## src/hdl/ssel_consts.svh

```systemverilog
// Offsets, field positions, reset values and codes for the register set select block
`ifndef SSEL_CONSTS_SVH
`define SSEL_CONSTS_SVH
// Bus address (8-bit write form)
`define SMB_WR_ADDR 8'h30
// Shared register offsets
`define REG_STRAP 8'h00
`define REG_ID 8'h01
`define REG_SRST 8'h04
`define REG_INTF 8'h05
`define REG_DIAG 8'h06
`define REG_SEL 8'hff
// Channel register offsets
`define CH_REG_RST 8'h00
`define CH_REG_CDR 8'h0a
`define CH_REG_ADAPT 8'h31
// Field positions
`define SRST_BIT 6
`define INT_A_BIT 3
`define INT_B_BIT 2
`define SEL_BCAST 3
`define SEL_CHEN 2
`define CH_RST_BIT 2
`define CDR_OVR_BIT 3
`define CDR_HOLD_BIT 2
`define ADAPT_HI 6
`define ADAPT_LO 5
// Values
`define DIAG_KEY 4'ha
`define SHARED_RST 8'h00
`define CH_R00_RST 8'h00
`define CH_R0A_RST 8'h00
`define CH_R31_RST 8'h00
`endif

```

## src/hdl/ssel_pkg.sv

```systemverilog
// Types for the register set select block
package ssel_pkg;
	typedef enum logic [2:0] {
		S_IDLE = 3'b000,
		S_ADDR = 3'b001,
		S_CMD = 3'b010,
		S_WDAT = 3'b011,
		S_ACK = 3'b100,
		S_RDAT = 3'b101,
		S_MACK = 3'b110,
		S_IGN = 3'b111
	} state_t;
endpackage : ssel_pkg

```

## src/hdl/chan_regs.sv

```systemverilog
// One channel register set with soft reset and CDR hold override
`timescale 1ns/100ps
`include "ssel_consts.svh"
module chan_regs (
	// Clock and reset
	input wire logic clk,
	input wire logic reset,
	// Access
	input wire logic wr_en,
	input wire logic [7:0] addr,
	input wire logic [7:0] wdata,
	output logic [7:0] rdata_q,
	// CDR side
	input wire logic sig_det,
	output logic cdr_hold_q,
	output logic lock_start_q,
	output logic [1:0] adapt_mode
);
	logic [7:0] r00_q;
	logic [7:0] r0a_q;
	logic [7:0] r31_q;
	logic ch_clr;
	logic hold_d;

	// Soft reset of the whole set, bit itself never stored
	assign ch_clr = wr_en && addr == `CH_REG_RST && wdata[`CH_RST_BIT];
	assign hold_d = r0a_q[`CDR_OVR_BIT] & r0a_q[`CDR_HOLD_BIT];
	assign adapt_mode = r31_q[`ADAPT_HI:`ADAPT_LO];

	////////////////////////////////////////////////////////////////
	// Register storage
	always_ff @(posedge clk) begin
		if (reset || ch_clr) begin
			r00_q <= `CH_R00_RST;
			r0a_q <= `CH_R0A_RST;
			r31_q <= `CH_R31_RST;
		end else if (wr_en) begin
			if (addr == `CH_REG_RST) begin
				r00_q <= wdata & ~(8'h01 << `CH_RST_BIT);
			end else if (addr == `CH_REG_CDR) begin
				r0a_q <= wdata;
			end else if (addr == `CH_REG_ADAPT) begin
				r31_q <= wdata;
			end
		end
	end

	// Hold only restarts the sequence; configuration is untouched
	always_ff @(posedge clk) begin
		if (reset) begin
			cdr_hold_q <= 1'b0;
			lock_start_q <= 1'b0;
		end else begin
			cdr_hold_q <= hold_d;
			lock_start_q <= cdr_hold_q & ~hold_d & sig_det;
		end
	end

	// Read data from a register, unmapped reads as zero
	always_ff @(posedge clk) begin
		if (reset) begin
			rdata_q <= 8'h00;
		end else if (addr == `CH_REG_RST) begin
			rdata_q <= r00_q;
		end else if (addr == `CH_REG_CDR) begin
			rdata_q <= r0a_q;
		end else if (addr == `CH_REG_ADAPT) begin
			rdata_q <= r31_q;
		end else begin
			rdata_q <= 8'h00;
		end
	end

	////////////////////////////////////////////////////////////////
	a_chan_selfclr: assert property (@(posedge clk) disable iff (reset)
		ch_clr |=> r00_q == `CH_R00_RST && r0a_q == `CH_R0A_RST && r31_q == `CH_R31_RST)
		else $error("channel soft reset did not restore defaults");
	a_cdr_hold: assert property (@(posedge clk) disable iff (reset)
		(wr_en && addr == `CH_REG_CDR && wdata[3:2] == 2'b11) |=> ##1 cdr_hold_q)
		else $error("CDR hold not applied");
	a_config_kept: assert property (@(posedge clk) disable iff (reset)
		(cdr_hold_q && !wr_en) |=> $stable(r31_q) && $stable(r00_q))
		else $error("config changed during CDR hold");
	a_lock_start: assert property (@(posedge clk) disable iff (reset)
		($fell(cdr_hold_q) && $past(sig_det)) |-> lock_start_q)
		else $error("no lock start after CDR release");
endmodule : chan_regs

```

## src/hdl/smbus_register_set_select.sv

```systemverilog
// Bus slave, shared registers and channel set routing for a two-channel retimer
// Operation
// - Key 0xa in diag bits 3:0 enables observation
// - Observed strap is power-up capture, not pin
// - Slave answers at write address 0x30
// - Shared reset bit restores defaults, self-clears
// - Flags bits 3 and 2 show channel interrupts
// - Register revision_and_id returns revision and ID
// - Broadcast bit writes all channel sets
// - Reads come from target channel only
// - Enable bit routes accesses to channel sets
// - Address register_set_select writes always hit select
// - Select register is write-only
// - Select values decode shared, A, B, broadcast
// - Channel reset bit restores channel defaults
// - Override plus hold bit holds CDR reset
// - CDR hold leaves configuration unchanged
// - Release with signal detected restarts lock with set adapt mode
`timescale 1ns/100ps
`include "ssel_consts.svh"
module smbus_register_set_select #(
	parameter logic [2:0] DEV_REV = 3'h1, // Arbitrary value
	parameter logic [4:0] DEV_ID = 5'h05 // Arbitrary value
) (
	// Clock and reset
	input wire logic clk,
	input wire logic reset,
	// Serial bus, open drain data
	input wire logic scl_in,
	input wire logic sda_in,
	output logic sda_out,
	output logic sda_oe,
	// Address strap
	input wire logic [3:0] addr_strap,
	// Channel events
	input wire logic int_a,
	input wire logic int_b,
	input wire logic sig_det_a,
	input wire logic sig_det_b,
	// CDR control per channel
	output logic cdr_hold_a,
	output logic cdr_hold_b,
	output logic lock_start_a,
	output logic lock_start_b,
	output logic [1:0] adapt_mode_a,
	output logic [1:0] adapt_mode_b
);
	////////////////////////////////////////////////////////////////
	// Bus line sampling
	logic scl_q;
	logic sda_q;
	logic scl_rise;
	logic scl_fall;
	logic bus_start;
	logic bus_stop;

	// Previous levels for edge and condition detection
	always_ff @(posedge clk) begin
		if (reset) begin
			scl_q <= 1'b1;
			sda_q <= 1'b1;
		end else begin
			scl_q <= scl_in;
			sda_q <= sda_in;
		end
	end

	assign scl_rise = scl_in & ~scl_q;
	assign scl_fall = ~scl_in & scl_q;
	// Data moving while clock high marks start or stop
	assign bus_start = scl_in & scl_q & sda_q & ~sda_in;
	assign bus_stop = scl_in & scl_q & ~sda_q & sda_in;

	////////////////////////////////////////////////////////////////
	// Byte-level protocol engine
	ssel_pkg::state_t st_q;
	ssel_pkg::state_t nxt_q;
	logic [3:0] cnt_q;
	logic [7:0] shreg_q;
	logic [7:0] tx_q;
	logic [7:0] ptr_q;
	logic [7:0] rd_q;
	logic sda_oe_q;
	logic wr_stb_q;
	logic addr_hit;

	// Seven address bits compared, direction bit masked
	assign addr_hit = {shreg_q[7:1], 1'b0} == `SMB_WR_ADDR;

	// Open drain: only ever pull low
	assign sda_out = 1'b0;
	assign sda_oe = sda_oe_q;

	// Start and stop win over any byte in progress
	always_ff @(posedge clk) begin
		wr_stb_q <= 1'b0;
		if (reset) begin
			st_q <= ssel_pkg::S_IDLE;
			nxt_q <= ssel_pkg::S_IDLE;
			cnt_q <= 4'h0;
			shreg_q <= 8'h00;
			tx_q <= 8'h00;
			ptr_q <= 8'h00;
			sda_oe_q <= 1'b0;
		end else if (bus_start) begin
			st_q <= ssel_pkg::S_ADDR;
			cnt_q <= 4'h0;
			sda_oe_q <= 1'b0;
		end else if (bus_stop) begin
			st_q <= ssel_pkg::S_IDLE;
			sda_oe_q <= 1'b0;
		end else begin
			case (st_q)
				ssel_pkg::S_ADDR, ssel_pkg::S_CMD, ssel_pkg::S_WDAT: begin
					if (scl_rise) begin
						shreg_q <= {shreg_q[6:0], sda_in};
						cnt_q <= cnt_q + 4'h1;
					end else if (scl_fall && cnt_q == 4'h8) begin
						cnt_q <= 4'h0;
						if (st_q == ssel_pkg::S_ADDR) begin
							if (addr_hit) begin
								sda_oe_q <= 1'b1;
								st_q <= ssel_pkg::S_ACK;
								nxt_q <= shreg_q[0] ? ssel_pkg::S_RDAT : ssel_pkg::S_CMD;
							end else begin
								st_q <= ssel_pkg::S_IGN;
							end
						end else begin
							sda_oe_q <= 1'b1;
							st_q <= ssel_pkg::S_ACK;
							nxt_q <= ssel_pkg::S_WDAT;
							if (st_q == ssel_pkg::S_CMD) begin
								ptr_q <= shreg_q;
							end else begin
								wr_stb_q <= 1'b1;
							end
						end
					end
				end
				ssel_pkg::S_ACK: begin
					// End of ninth clock: release or drive first data bit
					if (scl_fall) begin
						st_q <= nxt_q;
						cnt_q <= 4'h0;
						if (nxt_q == ssel_pkg::S_RDAT) begin
							tx_q <= {rd_q[6:0], 1'b0};
							sda_oe_q <= ~rd_q[7];
						end else begin
							sda_oe_q <= 1'b0;
						end
					end
				end
				ssel_pkg::S_RDAT: begin
					if (scl_rise) begin
						cnt_q <= cnt_q + 4'h1;
					end else if (scl_fall) begin
						if (cnt_q == 4'h8) begin
							sda_oe_q <= 1'b0;
							st_q <= ssel_pkg::S_MACK;
						end else begin
							sda_oe_q <= ~tx_q[7];
							tx_q <= {tx_q[6:0], 1'b0};
						end
					end
				end
				ssel_pkg::S_MACK: begin
					// Controller ack repeats the same register, nack ends
					if (scl_rise) begin
						nxt_q <= ssel_pkg::S_RDAT;
						st_q <= sda_in ? ssel_pkg::S_IGN : ssel_pkg::S_ACK;
					end
				end
				default: begin
				end
			endcase
		end
	end

	////////////////////////////////////////////////////////////////
	// Routing of accesses between shared and channel sets
	logic [7:0] sel_q;
	logic ptr_sel;
	logic chan_en;
	logic bcast;
	logic wr_sh;
	logic wr_a;
	logic wr_b;

	assign ptr_sel = ptr_q == `REG_SEL;
	assign chan_en = sel_q[`SEL_CHEN];
	assign bcast = sel_q[`SEL_BCAST];
	// Select address is never a channel register
	assign wr_sh = wr_stb_q & (ptr_sel | ~chan_en);
	// Target A is select 0x04/0x0c, B is 0x05/0x0d; broadcast hits both
	assign wr_a = wr_stb_q & ~ptr_sel & chan_en & (bcast | ~sel_q[0]);
	assign wr_b = wr_stb_q & ~ptr_sel & chan_en & (bcast | sel_q[0]);

	////////////////////////////////////////////////////////////////
	// Shared registers
	logic [7:0] srst_q;
	logic [7:0] diag_q;
	logic shared_clr;
	logic obs_en;

	// Shared reset clears everything shared, select included
	assign shared_clr = wr_sh && ptr_q == `REG_SRST && shreg_q[`SRST_BIT];
	assign obs_en = diag_q[3:0] == `DIAG_KEY;

	// Upper select nibble stored as written; controller keeps it zero
	always_ff @(posedge clk) begin
		if (reset || shared_clr) begin
			srst_q <= `SHARED_RST;
			diag_q <= `SHARED_RST;
			sel_q <= `SHARED_RST;
		end else if (wr_sh) begin
			if (ptr_q == `REG_SEL) begin
				sel_q <= shreg_q;
			end else if (ptr_q == `REG_SRST) begin
				srst_q <= shreg_q & ~(8'h01 << `SRST_BIT);
			end else if (ptr_q == `REG_DIAG) begin
				diag_q <= shreg_q;
			end
		end
	end

	////////////////////////////////////////////////////////////////
	// Strap capture once after reset release
	logic [3:0] strap_q;
	logic strap_cap_q;

	// Later pin changes are ignored so the read stays the power-up level
	always_ff @(posedge clk) begin
		if (reset) begin
			strap_q <= 4'h0;
			strap_cap_q <= 1'b0;
		end else if (!strap_cap_q) begin
			strap_q <= addr_strap;
			strap_cap_q <= 1'b1;
		end
	end

	////////////////////////////////////////////////////////////////
	// Read data path
	logic [7:0] sh_rd;
	logic [7:0] rdat_a;
	logic [7:0] rdat_b;

	// Shared read multiplexer
	always_comb begin
		if (ptr_q == `REG_STRAP) begin
			sh_rd = {obs_en ? strap_q : 4'h0, 4'h0};
		end else if (ptr_q == `REG_ID) begin
			sh_rd = {DEV_REV, DEV_ID};
		end else if (ptr_q == `REG_SRST) begin
			sh_rd = srst_q;
		end else if (ptr_q == `REG_INTF) begin
			sh_rd = 8'h00;
			sh_rd[`INT_A_BIT] = int_a;
			sh_rd[`INT_B_BIT] = int_b;
		end else if (ptr_q == `REG_DIAG) begin
			sh_rd = diag_q;
		end else begin
			sh_rd = 8'h00;
		end
	end

	// Ready long before the ack ends, so no read strobe is needed
	always_ff @(posedge clk) begin
		if (reset) begin
			rd_q <= 8'h00;
		end else if (ptr_sel) begin
			rd_q <= 8'h00;
		end else if (chan_en) begin
			rd_q <= sel_q[0] ? rdat_b : rdat_a;
		end else begin
			rd_q <= sh_rd;
		end
	end

	////////////////////////////////////////////////////////////////
	// Channel register sets
	chan_regs u_chan_a (
		.clk(clk),
		.reset(reset),
		.wr_en(wr_a),
		.addr(ptr_q),
		.wdata(shreg_q),
		.rdata_q(rdat_a),
		.sig_det(sig_det_a),
		.cdr_hold_q(cdr_hold_a),
		.lock_start_q(lock_start_a),
		.adapt_mode(adapt_mode_a)
	);

	chan_regs u_chan_b (
		.clk(clk),
		.reset(reset),
		.wr_en(wr_b),
		.addr(ptr_q),
		.wdata(shreg_q),
		.rdata_q(rdat_b),
		.sig_det(sig_det_b),
		.cdr_hold_q(cdr_hold_b),
		.lock_start_q(lock_start_b),
		.adapt_mode(adapt_mode_b)
	);

	////////////////////////////////////////////////////////////////
	// Checks
	a_strap_observe: assert property (@(posedge clk) disable iff (reset)
		(ptr_q == `REG_STRAP && !chan_en && $stable(ptr_q) && $stable(sel_q))
		|=> rd_q[7:4] == ($past(obs_en) ? $past(strap_q) : 4'h0))
		else $error("strap field wrong for key state");
	a_strap_frozen: assert property (@(posedge clk) disable iff (reset)
		$past(strap_cap_q) |-> $stable(strap_q))
		else $error("strap value changed after capture");
	a_addr_match: assert property (@(posedge clk) disable iff (reset)
		($past(st_q) == ssel_pkg::S_ADDR && st_q == ssel_pkg::S_ACK)
		|-> $past(shreg_q[7:1]) == 7'h18 && sda_oe_q)
		else $error("acked a foreign address");
	a_shared_clear: assert property (@(posedge clk) disable iff (reset)
		shared_clr |=> srst_q == 8'h00 && diag_q == 8'h00 && sel_q == 8'h00)
		else $error("shared reset incomplete");
	a_int_flags: assert property (@(posedge clk) disable iff (reset)
		(ptr_q == `REG_INTF && !chan_en && !ptr_sel)
		|=> rd_q[3:2] == {$past(int_a), $past(int_b)})
		else $error("interrupt flags misreported");
	a_id_read: assert property (@(posedge clk) disable iff (reset)
		(ptr_q == `REG_ID && !chan_en) |=> rd_q == {DEV_REV, DEV_ID})
		else $error("revision and id wrong");
	a_bcast_write: assert property (@(posedge clk) disable iff (reset)
		(wr_stb_q && chan_en && bcast && !ptr_sel) |-> wr_a && wr_b && !wr_sh)
		else $error("broadcast write missed a channel");
	a_read_target: assert property (@(posedge clk) disable iff (reset)
		(chan_en && !ptr_sel) |=> rd_q == ($past(sel_q[0]) ? $past(rdat_b) : $past(rdat_a)))
		else $error("read from wrong channel");
	a_shared_route: assert property (@(posedge clk) disable iff (reset)
		(wr_stb_q && !chan_en) |-> !wr_a && !wr_b && wr_sh)
		else $error("shared write leaked to channel");
	a_sel_write: assert property (@(posedge clk) disable iff (reset)
		(wr_stb_q && ptr_sel) |-> !wr_a && !wr_b ##1 sel_q == $past(shreg_q))
		else $error("select write misrouted");
	a_sel_readzero: assert property (@(posedge clk) disable iff (reset)
		ptr_sel |=> rd_q == 8'h00)
		else $error("select register read not zero");
endmodule : smbus_register_set_select

```

## config.mk

```make
export PLATFORM = sky130hd
export DESIGN_NAME = smbus_register_set_select
export DESIGN_NICKNAME = d
export VERILOG_FILES = /design/src/hdl/ssel_pkg.sv /design/src/hdl/chan_regs.sv /design/src/hdl/smbus_register_set_select.sv
export VERILOG_INCLUDE_DIRS = /design/src /design/src/hdl
export SDC_FILE = /design/constraint.sdc
export NUM_CORES = 1
export LEC_CHECK = 0
export BUFFER_PORTS_ARGS = -buffer_cell sky130_fd_sc_hd__buf_2
export CAP_MARGIN = 25
export CORE_MARGIN = 10
export CORE_UTILIZATION = 44
export DETAILED_ROUTE_END_ITERATION = 12
export MAX_ROUTING_LAYER = met4
export PLACE_DENSITY_LB_ADDON = 0.08
export SLEW_MARGIN = 20
export SYNTH_ARGS = -nofsm -noshare
export SYNTH_HDL_FRONTEND = slang
export SYNTH_SLANG_ARGS = --single-unit
```

## constraint.sdc

```tcl
create_clock -name clk -period 2.2 [get_ports clk]
set_input_delay 0.22 -clock clk [delete_from_list [all_inputs] [get_ports clk]]
set_output_delay 0.22 -clock clk [all_outputs]
set_load 0.03 [all_outputs]
```

==> results.txt <==
----------------------------------------------------
[Status]
  Status ... completed

[STA]
  RSZ-0062 raised after global routing ... true
  Tmin final ... 2.19 ns
  Final clock skew ... 0.0105 ns
  Final worst path period share ... 0.997
  Transition time at the pin with the least slew margin ... 0.946 ns
  Worst relative slew slack ... 0.363
  # setup viols final ... 0
  Max-slew violations ... 0
  Final critical-path setup slack ... 0.00718 ns
  Maximum clock frequency ... 456 MHz
  Count of final hold-check violations ... 0

[Detailed routing]
  DRC marker count from the first detailed-route iteration ... 402
  First-pass detailed-route iteration total ... 5
  Vias after detailed routing ... 4779
  Routed wire length per instance ... 17.8 microns
  DRC violation count after routing ... 0
  Post-route antenna net violation count ... 0
  Post-detailed-routing wire length ... 15400 microns
  Vias per inst ... 5.53

[Worst setup path]
  Worst Reg-to-Reg Cells ... 5
  Logic depth of the worst setup path including buffers ... 5
  Cells along the critical path ... or4_4 -> or4_4 -> a211o_1 -> a22oi_1 -> nor2_1
  Slowest-stage cell, CP ... sky130_fd_sc_hd__or4_4
  Critical path start-end classification ... register to register
  Critical path fanouts, max ... 8
  Crit path launch type ... register
  Worst path max stage delay ... 0.56 ns
  Endpoint type of the worst setup path ... register
  Required time at the endpoint of the critical path ... 2.50 ns
  Critical path's most frequent cell ... sky130_fd_sc_hd__or4_4
  Number of buffers and inverters on the critical path ... 0
  Arrival @ worst endpoint ... 2.50 ns
  Crit path max-delay family ... simple AND/OR/NAND/NOR gates

[Final layout]
  Ant. Diodes ... 0
  Net total in the final layout ... 695
  Layout-stage area growth over the synthesis result ... 18.5%
  Filler cell count ... 1241
  Share of final-layout standard cells stronger than drive strength 1 ... 0.182

[Yosys]
  Prevailing post-synth register cell ... sky130_fd_sc_hd__dfxtp_1
  Cell with the most instances after synthesis ... sky130_fd_sc_hd__dfxtp_1
  Number of warning messages in the yosys log ... 0
  Average footprint of a synthesized cell ... 8.91 sq um
  Cell variety after synth ... 56
  Yosys reg bits ... 134
  Fraction of synthesized cell area taken by the top area cell type ... 0.466
  Sequential-to-total area share from yosys stat ... 0.466
  Number of nets produced by synthesis ... 661
  Post-synth top cells ... sky130_fd_sc_hd__dfxtp_1, sky130_fd_sc_hd__nor2_1, sky130_fd_sc_hd__nand2_1
  Largest cells by area after synthesis ... sky130_fd_sc_hd__dfxtp_1, sky130_fd_sc_hd__mux2i_1, sky130_fd_sc_hd__nor2_1
  Synthesized netlist cell count ... 647
  EDFF count, synth ... 0
  Cell type with the largest total area after synthesis ... sky130_fd_sc_hd__dfxtp_1
  Ys async rst share ... 0
  Synthesized area ... 5760 sq um

[Floorplanning]
  Std-Cell Rows ... 41
  Area of the die ... 18100 sq um
  Floorplan die width ... 134 microns
  Count of pins on the block boundary ... 22
  Chip height ... 134 microns
  Initial Util ... 0.453
  Area of the core region ... 12700 sq um

[Global routing]
  Maximum number of pins on one net before global-route repair ... 47
  All-layer global routing usage ... 0.180
  Number of global-route vias before repair ... 4653
  Initial antenna violation count ... 0
  Total gr overflow ... 0
  First-pass GRT wire length ... 24800 microns

[Power and ir drop]
  Switching share of total power ... 0.203
  Net switching power figure ... 0.00108 W
  Leak pwr ... 2.46 nW
  Comb power frac ... 0.024
  Clock power frac ... 0.514
  Pint ... 0.00422 W
  Total power per unit cell area ... 776 nW/um^2
  Tot Pwr ... 0.00530 W
  Portion of total power attributed to sequential cells ... 0.463
  Peak supply drop ... 602 uV

[Placement]
  HPWL after detailed placement ... 10700 microns
  Count of buffers inserted at the top-level ports ... 20
  Final GP Congestion ... 0.881
  Pre-CTS setup slack ... 0.0161 ns

[CTS]
  Later-pin clock latency in the skew report ... 0.43 ns
  TritonCTS clock tree ... built
  Max clock buf depth ... 2
  Post-CTS Repair Setup Buffers ... 0
  CTS H-tree depth ... 4
  CTS Hold Buffers Added ... 0
  Clock Sinks ... 134
  Root buffer cell ... sky130_fd_sc_hd__clkbuf_16
  Number of buffers inserted during clock tree synthesis ... 17
  Clock-pin transition on the worst setup and hold timing paths ... 0.06 ns

[Hold path]
  Path type of the worst min-delay path ... input pin to register
  Cell depth of the worst min-delay path ... 3

[Job]
  Max-cap violations ... 0

----------------------------------------------------
## per-stage QoR
step	cells	setup TNS, ns	hold slack, ns	instance area, sq um	util
6_report	864	0	0.0230	6830	0.537
2_1_floorplan	647	0	0.327	5760	-
4_1_cts	864	0	0.0167	6800	0.535
3_5_place_dp	834	0	0.430	6240	0.491
5_1_grt	864	-0.385	0.0196	6830	0.537
3_3_place_gp	834	0	0.427	6240	0.491
## kinds of logic (layout without fill, tap and decap cells)
| group | Yosys count | in the layout | share of synthesized area |
|---|---|---|---|
| flops | 134 | 134 | 0.466 |
| xor+xnor | 2 | 2 | 0.00304 |
| simple gates | 241 | 241 | 0.207 |
| compound gates | 131 | 131 | 0.158 |
| mux | 59 | 59 | 0.104 |
| fa+ha+maj | 2 | 2 | 0.00434 |
| other cells | 1 | 1 | 0.000651 |
| buf+inv | 77 | 122 | 0.0571 |
## power by group through the flow
stage | Combinational [W] | Clock [W] | Sequential (W)
2_1_floorplan | 0.0000894 | 0 | 0.00250
3_3_place_gp | 0.000124 | 0 | 0.00250
3_5_place_dp | 0.000125 | 0 | 0.00250
4_1_cts | 0.000126 | 0.00277 | 0.00245
5_1_grt | 0.000141 | 0.00287 | 0.00245
6_report | 0.000127 | 0.00272 | 0.00245
## placed cells by master, fill, tap and decap left out, types with 3 or more instances in the layout
cell and count:
sky130_fd_sc_hd__dfxtp_1 134, sky130_fd_sc_hd__nor2_1 93, sky130_fd_sc_hd__nand2_1 56, sky130_fd_sc_hd__mux2i_1 50, sky130_fd_sc_hd__buf_4 44, sky130_fd_sc_hd__a21oi_1 36, sky130_fd_sc_hd__a22oi_1 33, sky130_fd_sc_hd__inv_1 26
sky130_fd_sc_hd__nand3_1 21, sky130_fd_sc_hd__buf_2 19, sky130_fd_sc_hd__clkbuf_16 17, sky130_fd_sc_hd__o32ai_1 16, sky130_fd_sc_hd__nor2b_1 13, sky130_fd_sc_hd__o21ai_0 10, sky130_fd_sc_hd__mux2_2 9, sky130_fd_sc_hd__nor3_1 7
sky130_fd_sc_hd__or2_2 7, sky130_fd_sc_hd__a211oi_1 7, sky130_fd_sc_hd__a311oi_1 7, sky130_fd_sc_hd__clkbuf_1 6, sky130_fd_sc_hd__nand2b_1 4, sky130_fd_sc_hd__nor4_1 4, sky130_fd_sc_hd__nand3b_1 4, sky130_fd_sc_hd__nor3_2 4
sky130_fd_sc_hd__or3_1 3, sky130_fd_sc_hd__a221oi_1 3, sky130_fd_sc_hd__nor3b_1 3, sky130_fd_sc_hd__clkbuf_8 3, sky130_fd_sc_hd__buf_12 3
## layer usage
metal | wire length (microns) | up-vias | global-route usage
met3 | 916 | 22 | 0.0609
met1 | 7260 | 2293 | 0.226
met4 | 261 | 0 | 0.0580
met2 | 6930 | 118 | 0.268
li1 | - | 2346 | -
met5 | 0 | - | -
## worst register-to-register path: cells and delay by family (launching register included)
family / cells / cell delay [ns]
flops: 1 / 0.31
compound gates: 2 / 0.61
simple gates: 3 / 1.16
## flip-flops by register name, summed over array words and instances (netlist names), 3 cells and up
signal,count
cnt_q,4
diag_q,8
nxt_q,3
ptr_q,8
rd_q,8
sel_q,3
shreg_q,8
srst_q,7
st_q,3
strap_q,4
tx_q,7
u_chan_a.r00_q,7
u_chan_a.r0a_q,8
u_chan_a.r31_q,8
u_chan_a.rdata_q,8
u_chan_b.r00_q,7
u_chan_b.r0a_q,8
u_chan_b.r31_q,8
u_chan_b.rdata_q,8
## layout make-up
| cell class | count | area, sq um | area share |
|---|---|---|---|
| multi-input combinational | 436 | 2790 | 0.408 |
| sequential | 134 | 2680 | 0.393 |
| clock buffer | 26 | 489 | 0.0716 |
| timing repair buffer | 66 | 485 | 0.0711 |
| tap | 172 | 215 | 0.0315 |
| inverter | 26 | 97.6 | 0.0143 |
| clock inverter | 4 | 70.1 | 0.0103 |
## what timing repair did
item / 4_1_cts / 5_1_grt
endpoints found under the setup margin: 3 / 31
endpoints found under the hold margin: 0 / 0
gates resized for setup: 1 / 6
cloned: 0 / 0
pin swaps: 0 / 1
## path summary, 6_finish.rpt
path | from | to | slack [ns]
max | ptr_q[7] | u_chan_b.r31_q[4] | 0.007
min | addr_strap[1] | strap_q[1] | 0.02
max reg2reg | ptr_q[7] | u_chan_b.r31_q[4] | 0.007
min reg2reg | u_chan_a.cdr_hold_q | u_chan_a.lock_start_q | 0.44
No activity file was read; power rests on OpenSTA's default activity.
